## config.mk

```make
export PLATFORM = sky130hd
export DESIGN_NAME = bridge_pwm_enable_sequencer
export DESIGN_NICKNAME = d
export VERILOG_FILES = /design/src/pwm_seq_pkg.sv /design/src/sync2.sv /design/src/dead_timer.sv /design/src/bridge_pwm_enable_sequencer.sv
export SDC_FILE = /design/constraint.sdc
export NUM_CORES = 1
export LEC_CHECK = 0
export ABC_AREA = 1
export BUFFER_PORTS_ARGS = -buffer_cell sky130_fd_sc_hd__buf_4
export CAP_MARGIN = 20
export CORE_AREA = 2 2 103 205
export CTS_CLUSTER_SIZE = 8
export DETAILED_ROUTE_END_ITERATION = 10
export DIE_AREA = 0 0 105 207
export GPL_TIMING_DRIVEN = 0
export RECOVER_POWER = 50
export SLEW_MARGIN = 20
export SYNTH_ARGS = -nofsm -noshare
export SYNTH_HDL_FRONTEND = slang
export SYNTH_HIERARCHICAL = 1
export SYNTH_SLANG_ARGS = --single-unit
```

## constraint.sdc

```tcl
create_clock -name aclk -period 3.6 [get_ports aclk]
set_input_delay 0.36 -clock aclk [delete_from_list [all_inputs] [get_ports aclk]]
set_output_delay 0.36 -clock aclk [all_outputs]
set_load 0.05 [all_outputs]
```

## src/pwm_seq_pkg.sv

```systemverilog
// Purpose: shared constants, types and register map of the bridge pwm sequencer
// Assumes: 200 MHz system clock, axi4-lite register access
// Notes:   every count of cycles but the register reset values and OSC_PERIOD_MIN is derived here from its time and the clock rate
package pwm_seq_pkg;

  ////////////////////////////////////////////////////////////////////////////////
  // clock and timing
  localparam int unsigned CLK_HZ          = 200_000_000;
  localparam int unsigned CLK_PERIOD_PS   = 5000;
  localparam int unsigned EN_MIN_PULSE_NS = 3000;
  localparam int unsigned BLANK_EXTRA_NS  = 70;
  localparam int unsigned SYNC_MIN_HZ     = 170_000;
  localparam int unsigned SYNC_MAX_HZ     = 2_300_000;

  localparam int unsigned QUAL_W   = 10;
  localparam int unsigned OSC_W    = 12;
  localparam int unsigned DLY_W    = 8;
  localparam int unsigned TMR_W    = 9;

  // least times round up, longest times round down
  localparam logic [QUAL_W-1:0] EN_MIN_PULSE_CYC =
    QUAL_W'((EN_MIN_PULSE_NS * 1000 + CLK_PERIOD_PS - 1) / CLK_PERIOD_PS);
  localparam logic [TMR_W-1:0] BLANK_EXTRA_CYC =
    TMR_W'((BLANK_EXTRA_NS * 1000 + CLK_PERIOD_PS - 1) / CLK_PERIOD_PS);
  localparam logic [OSC_W-1:0] OSC_MAX_PERIOD_CYC = OSC_W'(CLK_HZ / SYNC_MIN_HZ);
  localparam logic [OSC_W-1:0] OSC_MIN_PERIOD_CYC =
    OSC_W'((CLK_HZ + SYNC_MAX_HZ - 1) / SYNC_MAX_HZ);

  ////////////////////////////////////////////////////////////////////////////////
  // register map
  localparam int unsigned AXI_AW = 8;
  localparam int unsigned AXI_DW = 32;

  localparam logic [AXI_AW-1:0] ADDR_CTRL   = 8'h00;
  localparam logic [AXI_AW-1:0] ADDR_DEAD   = 8'h04;
  localparam logic [AXI_AW-1:0] ADDR_OSC    = 8'h08;
  localparam logic [AXI_AW-1:0] ADDR_STATUS = 8'h0c;

  localparam int unsigned CTRL_SYNC_BIT  = 0;
  localparam int unsigned CTRL_CMODE_BIT = 1;
  localparam int unsigned DEAD_SP_LSB    = 0;
  localparam int unsigned DEAD_PS_LSB    = 8;

  localparam logic [1:0]       CTRL_RST       = 2'h0;
  localparam logic [DLY_W-1:0] DEAD_SP_RST    = 8'h08;
  localparam logic [DLY_W-1:0] DEAD_PS_RST    = 8'h08;
  localparam logic [OSC_W-1:0] OSC_PERIOD_RST = 12'h1f4;
  localparam logic [OSC_W-1:0] OSC_PERIOD_MIN = 12'h002;

  localparam logic [1:0] RESP_OKAY   = 2'h0;
  localparam logic [1:0] RESP_SLVERR = 2'h2;

  ////////////////////////////////////////////////////////////////////////////////
  // types
  typedef enum logic [2:0] {
    ST_STANDBY,
    ST_DISABLED,
    ST_QUALIFY,
    ST_RUN_FIRST,
    ST_LEVEL,
    ST_PULSE,
    ST_PULSE_OFF
  } en_state_t;

  typedef struct packed {
    logic supply_above_rise;
    logic supply_above_fall;
    logic ref_valid;
    logic temp_below_shutdown;
    logic overvoltage_sense;
    logic ss_above_threshold;
    logic hiccup_active;
    logic pwm_compare;
  } sense_t;

  typedef struct packed {
    logic primary_drive_a;
    logic primary_drive_b;
    logic rectifier_drive_a;
    logic rectifier_drive_b;
  } drive_t;

endpackage

```

## src/sync2.sv

```systemverilog
// Purpose: two flip-flop synchroniser for a vector of pin levels
// Assumes: each bit is an independent level
// Notes:   first stage is read only by the second
`timescale 1ns/1ps
module sync2 #(
  parameter int unsigned W = 1
) (
  // clock and reset
  input  wire logic         aclk,
  input  wire logic         aresetn,
  // levels
  input  wire logic [W-1:0] din,
  output logic      [W-1:0] dout
);

  logic [W-1:0] meta_q;

  always_ff @(posedge aclk) begin
    if (!aresetn) begin
      meta_q <= '0;
      dout   <= '0;
    end else begin
      meta_q <= din;
      dout   <= meta_q;
    end
  end

endmodule

```

## src/dead_timer.sv

```systemverilog
// Purpose: loadable down-counter for dead times and blanking
// Assumes: load of zero is handled by the caller
// Notes:   expire pulses in the last counted cycle
`timescale 1ns/1ps
module dead_timer #(
  parameter int unsigned W = 9
) (
  // clock and reset
  input  wire logic         aclk,
  input  wire logic         aresetn,
  // control
  input  wire logic         clear,
  input  wire logic         start,
  input  wire logic [W-1:0] load,
  // status
  output logic              busy,
  output logic              expire
);

  logic [W-1:0] cnt_q;

  always_ff @(posedge aclk) begin
    if (!aresetn) begin
      cnt_q <= '0;
    end else if (clear) begin
      cnt_q <= '0;
    end else if (start) begin
      cnt_q <= load;
    end else if (cnt_q != '0) begin
      cnt_q <= cnt_q - W'(1);
    end
  end

  assign busy   = (cnt_q != '0);
  assign expire = (cnt_q == W'(1));

endmodule

```

## src/bridge_pwm_enable_sequencer.sv

```systemverilog
// Purpose: enable sequencing, oscillator and bridge drive timing
// Assumes: comparator results and pins arrive asynchronously
// Notes:   analog soft-start and regulation stay outside
`timescale 1ns/1ps
module bridge_pwm_enable_sequencer (
  // clock and reset
  input  wire logic                           aclk,
  input  wire logic                           aresetn,
  // axi4-lite write
  input  wire logic [pwm_seq_pkg::AXI_AW-1:0] s_axi_awaddr,
  input  wire logic                           s_axi_awvalid,
  output logic                                s_axi_awready,
  input  wire logic [pwm_seq_pkg::AXI_DW-1:0] s_axi_wdata,
  input  wire logic [3:0]                     s_axi_wstrb,
  input  wire logic                           s_axi_wvalid,
  output logic                                s_axi_wready,
  output logic [1:0]                          s_axi_bresp,
  output logic                                s_axi_bvalid,
  input  wire logic                           s_axi_bready,
  // axi4-lite read
  input  wire logic [pwm_seq_pkg::AXI_AW-1:0] s_axi_araddr,
  input  wire logic                           s_axi_arvalid,
  output logic                                s_axi_arready,
  output logic [pwm_seq_pkg::AXI_DW-1:0]      s_axi_rdata,
  output logic [1:0]                          s_axi_rresp,
  output logic                                s_axi_rvalid,
  input  wire logic                           s_axi_rready,
  // comparator and pin inputs
  input  wire pwm_seq_pkg::sense_t            sense_in,
  input  wire logic                           enable_in,
  input  wire logic                           osc_timing_sync_input,
  // power stage
  output pwm_seq_pkg::drive_t                 drive_out,
  output logic                                ramp_pulldown,
  output logic                                ss_charge_en,
  output logic                                ss_discharge
);
  import pwm_seq_pkg::*;

  ////////////////////////////////////////////////////////////////////////////////
  // input synchronisers
  localparam int unsigned SYNC_W = $bits(sense_t) + 2;

  logic [SYNC_W-1:0] raw_in;
  logic [SYNC_W-1:0] sync_out;
  sense_t            sn;
  logic              en_s;
  logic              ext_s;

  assign raw_in = {sense_in, enable_in, osc_timing_sync_input};

  sync2 #(.W(SYNC_W)) u_sync (
    .aclk    (aclk),
    .aresetn (aresetn),
    .din     (raw_in),
    .dout    (sync_out)
  );

  assign sn    = sense_t'(sync_out[SYNC_W-1:2]);
  assign en_s  = sync_out[1];
  assign ext_s = sync_out[0];

  ////////////////////////////////////////////////////////////////////////////////
  // registers
  logic [1:0]       ctrl_q;
  logic [DLY_W-1:0] sp_sel_q;
  logic [DLY_W-1:0] ps_sel_q;
  logic [OSC_W-1:0] osc_period_q;

  ////////////////////////////////////////////////////////////////////////////////
  // enable state machine
  en_state_t         state_q;
  logic              armed_q;
  logic              ocp_flag_q;
  logic [QUAL_W-1:0] qual_cnt_q;
  logic              qual_done;
  logic              startup_ok;
  logic              fault;
  logic              running;
  logic              switch_en;

  assign startup_ok = sn.supply_above_rise & sn.ref_valid & sn.temp_below_shutdown &
                      ~sn.overvoltage_sense;
  assign fault      = ~sn.ref_valid | ~sn.temp_below_shutdown | sn.overvoltage_sense;
  assign qual_done  = en_s & (qual_cnt_q == EN_MIN_PULSE_CYC - QUAL_W'(1));
  assign running    = (state_q == ST_RUN_FIRST) | (state_q == ST_LEVEL) |
                      (state_q == ST_PULSE) | (state_q == ST_PULSE_OFF);
  assign switch_en  = running & ~sn.hiccup_active;

  always_ff @(posedge aclk) begin
    if (!aresetn) begin
      state_q <= ST_STANDBY;
    end else if (!sn.supply_above_fall) begin
      state_q <= ST_STANDBY;
    end else begin
      case (state_q)
        ST_STANDBY: begin
          if (sn.supply_above_rise) state_q <= ST_DISABLED;
        end
        ST_DISABLED: begin
          if (armed_q && en_s && startup_ok) state_q <= ST_QUALIFY;
        end
        ST_QUALIFY: begin
          if (!en_s) state_q <= ST_DISABLED;
          else if (qual_done) state_q <= ST_RUN_FIRST;
        end
        ST_RUN_FIRST: begin
          if (fault) state_q <= ST_DISABLED;
          else if (!en_s) state_q <= ST_PULSE;
          else if (sn.ss_above_threshold) state_q <= ST_LEVEL;
        end
        ST_LEVEL: begin
          if (fault) state_q <= ST_DISABLED;
          else if (!en_s && ocp_flag_q && !sn.ss_above_threshold) state_q <= ST_PULSE;
          else if (!en_s) state_q <= ST_DISABLED;
        end
        ST_PULSE: begin
          if (fault) state_q <= ST_DISABLED;
          else if (en_s) state_q <= ST_PULSE_OFF;
        end
        ST_PULSE_OFF: begin
          if (fault) state_q <= ST_DISABLED;
          else if (!en_s) state_q <= ST_PULSE;
          else if (qual_done) state_q <= ST_DISABLED;
        end
        default: state_q <= ST_STANDBY;
      endcase
    end
  end

  // re-arm only after enable has been seen low or in stand-by, so a held level does not restart
  always_ff @(posedge aclk) begin
    if (!aresetn) begin
      armed_q <= 1'b1;
    end else if (state_q == ST_STANDBY || !en_s) begin
      armed_q <= 1'b1;
    end else if (state_q == ST_PULSE_OFF && qual_done) begin
      armed_q <= 1'b0;
    end
  end

  always_ff @(posedge aclk) begin
    if (!aresetn) begin
      qual_cnt_q <= '0;
    end else if (!en_s || (state_q != ST_QUALIFY && state_q != ST_PULSE_OFF)) begin
      qual_cnt_q <= '0;
    end else if (!qual_done) begin
      qual_cnt_q <= qual_cnt_q + QUAL_W'(1);
    end
  end

  // overcurrent discharge marker; set wins over clear
  always_ff @(posedge aclk) begin
    if (!aresetn) begin
      ocp_flag_q <= 1'b0;
    end else if (sn.hiccup_active) begin
      ocp_flag_q <= 1'b1;
    end else if (!running || sn.ss_above_threshold) begin
      ocp_flag_q <= 1'b0;
    end
  end

  always_ff @(posedge aclk) begin
    if (!aresetn) begin
      ss_charge_en <= 1'b0;
      ss_discharge <= 1'b1;
    end else begin
      ss_charge_en <= switch_en;
      ss_discharge <= ~switch_en;
    end
  end

  ////////////////////////////////////////////////////////////////////////////////
  // oscillator with external sync
  logic [OSC_W-1:0] osc_cnt_q;
  logic [OSC_W-1:0] osc_limit;
  logic             ext_prev_q;
  logic             ext_fall;
  logic             sync_take;
  logic             cycle_start;
  logic             sync_lock_q;
  logic             phase_q;

  assign ext_fall    = ext_prev_q & ~ext_s;
  assign osc_limit   = ctrl_q[CTRL_SYNC_BIT] ? OSC_MAX_PERIOD_CYC : osc_period_q;
  assign sync_take   = ctrl_q[CTRL_SYNC_BIT] & ext_fall &
                       (osc_cnt_q >= OSC_MIN_PERIOD_CYC - OSC_W'(1));
  assign cycle_start = switch_en & ((osc_cnt_q >= osc_limit - OSC_W'(1)) | sync_take);

  always_ff @(posedge aclk) begin
    if (!aresetn) begin
      ext_prev_q <= 1'b0;
    end else begin
      ext_prev_q <= ext_s;
    end
  end

  always_ff @(posedge aclk) begin
    if (!aresetn) begin
      osc_cnt_q <= '0;
    end else if (!switch_en || cycle_start) begin
      osc_cnt_q <= '0;
    end else begin
      osc_cnt_q <= osc_cnt_q + OSC_W'(1);
    end
  end

  always_ff @(posedge aclk) begin
    if (!aresetn) begin
      sync_lock_q <= 1'b0;
    end else if (sync_take) begin
      sync_lock_q <= 1'b1;
    end else if (cycle_start || !ctrl_q[CTRL_SYNC_BIT]) begin
      sync_lock_q <= 1'b0;
    end
  end

  always_ff @(posedge aclk) begin
    if (!aresetn) begin
      phase_q <= 1'b1;
    end else if (!switch_en) begin
      phase_q <= 1'b1;
    end else if (cycle_start) begin
      phase_q <= ~phase_q;
    end
  end

  ////////////////////////////////////////////////////////////////////////////////
  // dead times, blanking and drive sequencing
  logic       sp_busy, sp_expire, ps_busy, ps_expire, blank_busy;
  logic       prim_on_q;
  logic       ps_phase_q;
  logic [1:0] rect_q;
  logic       prim_turn_on;
  logic       prim_turn_off;

  dead_timer #(.W(TMR_W)) u_sp_timer (
    .aclk    (aclk),
    .aresetn (aresetn),
    .clear   (~switch_en),
    .start   (cycle_start & (sp_sel_q != '0)),
    .load    ({1'b0, sp_sel_q}),
    .busy    (sp_busy),
    .expire  (sp_expire)
  );

  dead_timer #(.W(TMR_W)) u_ps_timer (
    .aclk    (aclk),
    .aresetn (aresetn),
    .clear   (~switch_en),
    .start   (prim_turn_off & (ps_sel_q != '0)),
    .load    ({1'b0, ps_sel_q}),
    .busy    (ps_busy),
    .expire  (ps_expire)
  );

  dead_timer #(.W(TMR_W)) u_blank_timer (
    .aclk    (aclk),
    .aresetn (aresetn),
    .clear   (~switch_en),
    .start   (cycle_start),
    .load    ({1'b0, sp_sel_q} + BLANK_EXTRA_CYC),
    .busy    (blank_busy),
    .expire  ()
  );

  assign prim_turn_on  = (cycle_start & (sp_sel_q == '0)) | sp_expire;
  assign prim_turn_off = prim_on_q & (cycle_start | (sn.pwm_compare & ~blank_busy));

  always_ff @(posedge aclk) begin
    if (!aresetn) begin
      prim_on_q <= 1'b0;
    end else if (!switch_en) begin
      prim_on_q <= 1'b0;
    end else if (prim_turn_on) begin
      prim_on_q <= 1'b1;
    end else if (prim_turn_off) begin
      prim_on_q <= 1'b0;
    end
  end

  always_ff @(posedge aclk) begin
    if (!aresetn) begin
      ps_phase_q <= 1'b0;
    end else if (prim_turn_off) begin
      ps_phase_q <= phase_q;
    end
  end

  // rectifier of the new phase drops at cycle start; the other one stays on
  always_ff @(posedge aclk) begin
    if (!aresetn) begin
      rect_q <= 2'h0;
    end else if (!switch_en) begin
      rect_q <= 2'h0;
    end else begin
      if (cycle_start) rect_q[~phase_q] <= 1'b0;
      if (prim_turn_off && ps_sel_q == '0) rect_q[phase_q] <= 1'b1;
      else if (ps_expire) rect_q[ps_phase_q] <= 1'b1;
    end
  end

  always_ff @(posedge aclk) begin
    if (!aresetn) begin
      drive_out     <= '0;
      ramp_pulldown <= 1'b0;
    end else begin
      drive_out.primary_drive_a   <= switch_en & prim_on_q & ~phase_q;
      drive_out.primary_drive_b   <= switch_en & prim_on_q & phase_q;
      drive_out.rectifier_drive_a <= switch_en & rect_q[0];
      drive_out.rectifier_drive_b <= switch_en & rect_q[1];
      ramp_pulldown <= switch_en & blank_busy & ~ctrl_q[CTRL_CMODE_BIT];
    end
  end

  ////////////////////////////////////////////////////////////////////////////////
  // axi4-lite slave
  logic              aw_have_q, w_have_q, do_write;
  logic [AXI_AW-1:0] awaddr_q;
  logic [AXI_DW-1:0] wdata_q, wmask, dead_new, osc_new;
  logic [3:0]        wstrb_q;

  assign s_axi_awready = ~aw_have_q & ~s_axi_bvalid;
  assign s_axi_wready  = ~w_have_q & ~s_axi_bvalid;
  assign s_axi_arready = ~s_axi_rvalid;
  assign do_write      = aw_have_q & w_have_q & ~s_axi_bvalid;
  assign wmask         = {{8{wstrb_q[3]}}, {8{wstrb_q[2]}}, {8{wstrb_q[1]}}, {8{wstrb_q[0]}}};
  assign dead_new      = ({16'h0000, ps_sel_q, sp_sel_q} & ~wmask) | (wdata_q & wmask);
  assign osc_new       = ({20'h00000, osc_period_q} & ~wmask) | (wdata_q & wmask);

  always_ff @(posedge aclk) begin
    if (!aresetn) begin
      aw_have_q <= 1'b0;
      w_have_q  <= 1'b0;
      awaddr_q  <= '0;
      wdata_q   <= '0;
      wstrb_q   <= 4'h0;
    end else begin
      if (s_axi_awvalid && s_axi_awready) begin
        aw_have_q <= 1'b1;
        awaddr_q  <= s_axi_awaddr;
      end else if (do_write) begin
        aw_have_q <= 1'b0;
      end
      if (s_axi_wvalid && s_axi_wready) begin
        w_have_q <= 1'b1;
        wdata_q  <= s_axi_wdata;
        wstrb_q  <= s_axi_wstrb;
      end else if (do_write) begin
        w_have_q <= 1'b0;
      end
    end
  end

  always_ff @(posedge aclk) begin
    if (!aresetn) begin
      s_axi_bvalid <= 1'b0;
      s_axi_bresp  <= RESP_OKAY;
    end else if (do_write) begin
      s_axi_bvalid <= 1'b1;
      s_axi_bresp  <= (awaddr_q == ADDR_CTRL || awaddr_q == ADDR_DEAD ||
                       awaddr_q == ADDR_OSC) ? RESP_OKAY : RESP_SLVERR;
    end else if (s_axi_bready) begin
      s_axi_bvalid <= 1'b0;
    end
  end

  always_ff @(posedge aclk) begin
    if (!aresetn) begin
      ctrl_q       <= CTRL_RST;
      sp_sel_q     <= DEAD_SP_RST;
      ps_sel_q     <= DEAD_PS_RST;
      osc_period_q <= OSC_PERIOD_RST;
    end else if (do_write) begin
      if (awaddr_q == ADDR_CTRL && wstrb_q[0]) ctrl_q <= wdata_q[1:0];
      if (awaddr_q == ADDR_DEAD) begin
        sp_sel_q <= dead_new[DEAD_SP_LSB +: DLY_W];
        ps_sel_q <= dead_new[DEAD_PS_LSB +: DLY_W];
      end
      if (awaddr_q == ADDR_OSC) begin
        osc_period_q <= (osc_new[OSC_W-1:0] < OSC_PERIOD_MIN) ? OSC_PERIOD_MIN
                                                                : osc_new[OSC_W-1:0];
      end
    end
  end

  always_ff @(posedge aclk) begin
    if (!aresetn) begin
      s_axi_rvalid <= 1'b0;
      s_axi_rdata  <= '0;
      s_axi_rresp  <= RESP_OKAY;
    end else if (s_axi_arvalid && s_axi_arready) begin
      s_axi_rvalid <= 1'b1;
      s_axi_rresp  <= RESP_OKAY;
      case (s_axi_araddr)
        ADDR_CTRL:   s_axi_rdata <= {30'h00000000, ctrl_q};
        ADDR_DEAD:   s_axi_rdata <= {16'h0000, ps_sel_q, sp_sel_q};
        ADDR_OSC:    s_axi_rdata <= {20'h00000, osc_period_q};
        ADDR_STATUS: s_axi_rdata <= {20'h00000, drive_out, ocp_flag_q, sync_lock_q,
                                     phase_q, startup_ok, 1'b0, state_q};
        default: begin
          s_axi_rdata <= '0;
          s_axi_rresp <= RESP_SLVERR;
        end
      endcase
    end else if (s_axi_rready) begin
      s_axi_rvalid <= 1'b0;
    end
  end

endmodule

```

==> results.toml <==
[status]
status = "finished clean"

[yosys]
syn_area_um2 = 8150
yosysWarnings = 6
netlist_instances = 1154
avgSynthCellArea_um2 = 7.06

[timing]
hold_viol_final = 0
setup_violations = 0
timing.hold.ws_ns = 0.0994
skew_ns = 0.0116
fin_crit_sh_pct = 93.6
slew_violations = 0
fin_tns_setup_ns = 0
max_slew.worst_pin.slew_ns = 0.889
maxSlewHeadroom_pct = 40.2
fin_crit_ns = 3.37
fmax_ghz = 0.297

[clocking]
tritoncts = "built"
worst_skew_pair.late_latency_ns = 0.44
cts-root-buf = "clkbuf_16"
clkTransAtPathRegs_ns = 0.06
cts.sinks = 166
clockBufferDepth = 2
hold_buffers = 0
cts_buffers = 17
cts_max_level = 4

[route]
drtAntennaViolNets = 0
vias_per_cell = 4.92
wl_per_cell_um = 14.1
first_iter_violations = 335
vias = 7668
wl_mm = 21.9
dr.pass1.iters = 5
drc = 0

[floorplan]
start_util_pct = 40.4
die_w_um = 105
core_um2 = 20200
pin_count = 117
die_h_um = 207
die_area_um2 = 21700
rows = 74

[pwr]
pwr-share-seq_pct = 47.4
p_comb_share_pct = 8.0
p_sw_share_pct = 25.6
finalPower_mw = 4.05
ir_drop_uv = 265
p_clk_share_pct = 44.6
power.density_nw_per_um2 = 412
p_leak_nw = 4.24
p_switching_mw = 1.03
p_int_mw = 3.01

[worst_setup_path]
required_ns = 3.93
path_class = "reg2reg"
critPathCaptureType = "register"
cp.arrival_ns = 3.70
start_kind = "register"
cpMostUsedCell = "nand2_2"
cpPeakStageDelay_ns = 0.31
crit_slowest_cell = "dfxtp_1"
path_max_fanout = 6

[layout]
nNetsFinal = 1370
drive_above_1_share_pct = 13.3
fillers = 2135
regArea_um2 = 3320
final_cells = 1558
area_delta_synth_final_pct = 20.5
finalInstanceArea_um2 = 9820
antennaDiodeCount = 0
final_common_cell = "nand2_1"
mostFrequentLayoutCells = "nand2_1, nor2_1, dfxtp_1"
multi_input_area_um2 = 4180

[job]
drv_cap = 0

[global_route]
grt_usage_pct = 20.5
grt_first_pass_wirelength_mm = 35.9
gr-total-overflow = 0
antenna_found_initial = 0
grt_max_degree = 17
first_global_vias = 7477

[placement]
placed_cells = 1519
port_buffers = 80
place_area_um2 = 9150
dp_hpwl_mm = 17.1
gp_congestion = 0.956

[worst_hold_path]
hold_path.class = "in2reg"
per-stage QoR:
stage	setup slack (ns)	utilization [%]
2_1_floorplan	0.352	-
3_3_place_gp	-0.518	45.3
3_5_place_dp	-0.526	45.3
4_1_cts	-0.00280	48.5
5_1_grt	-0.0304	48.6
6_report	0.231	48.6
sequential cells by signal, summed over array words and instances (netlist names), 10 cells and up, named ones only:
register / count
osc_cnt_q: 12
osc_period_q: 12
qual_cnt_q: 10
s_axi_rdata: 16
u_sync/dout: 10
u_sync/meta_q: 10
wdata_q: 16
routing by layer:
metal / share of wire, % / global-route usage (%) / routed length, um / up-vias
met2: 49 / 35.0 / 10700 / 223
met4: 4.4 / 10.8 / 965 / 0
met1: 43 / 24.3 / 9320 / 3448
met5: 0 / 0 / 0 / -
li1: - / - / - / 3942
met3: 4.2 / 3.71 / 921 / 55
critical path, delay by kind of cell (launching register included):
kind	cells	cell delay [ns]
and+or+nand+nor	18	1.92
xor gates and xnor gates	1	0.09
DFF	1	0.31
adders and majority gates	2	0.46
AOI/OAI and AO/OA	2	0.14
buffers and inverters	3	0.35
final cells by class:
| type | instances | area share, % |
|---|---|---|
| flip-flops and latches | 166 | 33.9 |
| plain buffers | 50 | 2.89 |
| inverters | 146 | 5.63 |
| clock buffers | 18 | 4.37 |
| repair buffers | 87 | 5.65 |
| well taps | 266 | 3.39 |
| clock inverters | 14 | 1.58 |
| multi-input cells | 811 | 42.6 |
path summary, 6_finish.rpt:
kind | from | end | slack [ns] | cells after the start
max | osc_period_q[0] | u_ps_timer/cnt_q[1] | 0.23 | 26
min reg2reg | u_sync/meta_q[9] | u_sync/dout[9] | 0.42 | 2
max reg2reg | osc_period_q[0] | u_ps_timer/cnt_q[1] | 0.23 | 26
min | sense_in[4] | u_sync/meta_q[6] | 0.1 | 3
repair_timing:
action / in CTS / in global routing
endpoints found under the hold margin: 0 / 0
pin swaps: 1 / 4
cloned: 0 / 1
resized for setup: 14 / 30
buffers inserted: 1 / 5
endpoints found under the setup margin: 27 / 27
power by group through the flow:
stage	Clock [mW]	Combinational, mW	Sequential (mW)
2_1_floorplan	0	0.207	1.97
3_3_place_gp	0	0.330	1.96
3_5_place_dp	0	0.335	1.96
4_1_cts	1.84	0.336	1.92
5_1_grt	1.92	0.360	1.92
6_report	1.80	0.325	1.92
(Power assumes the default switching activity.)
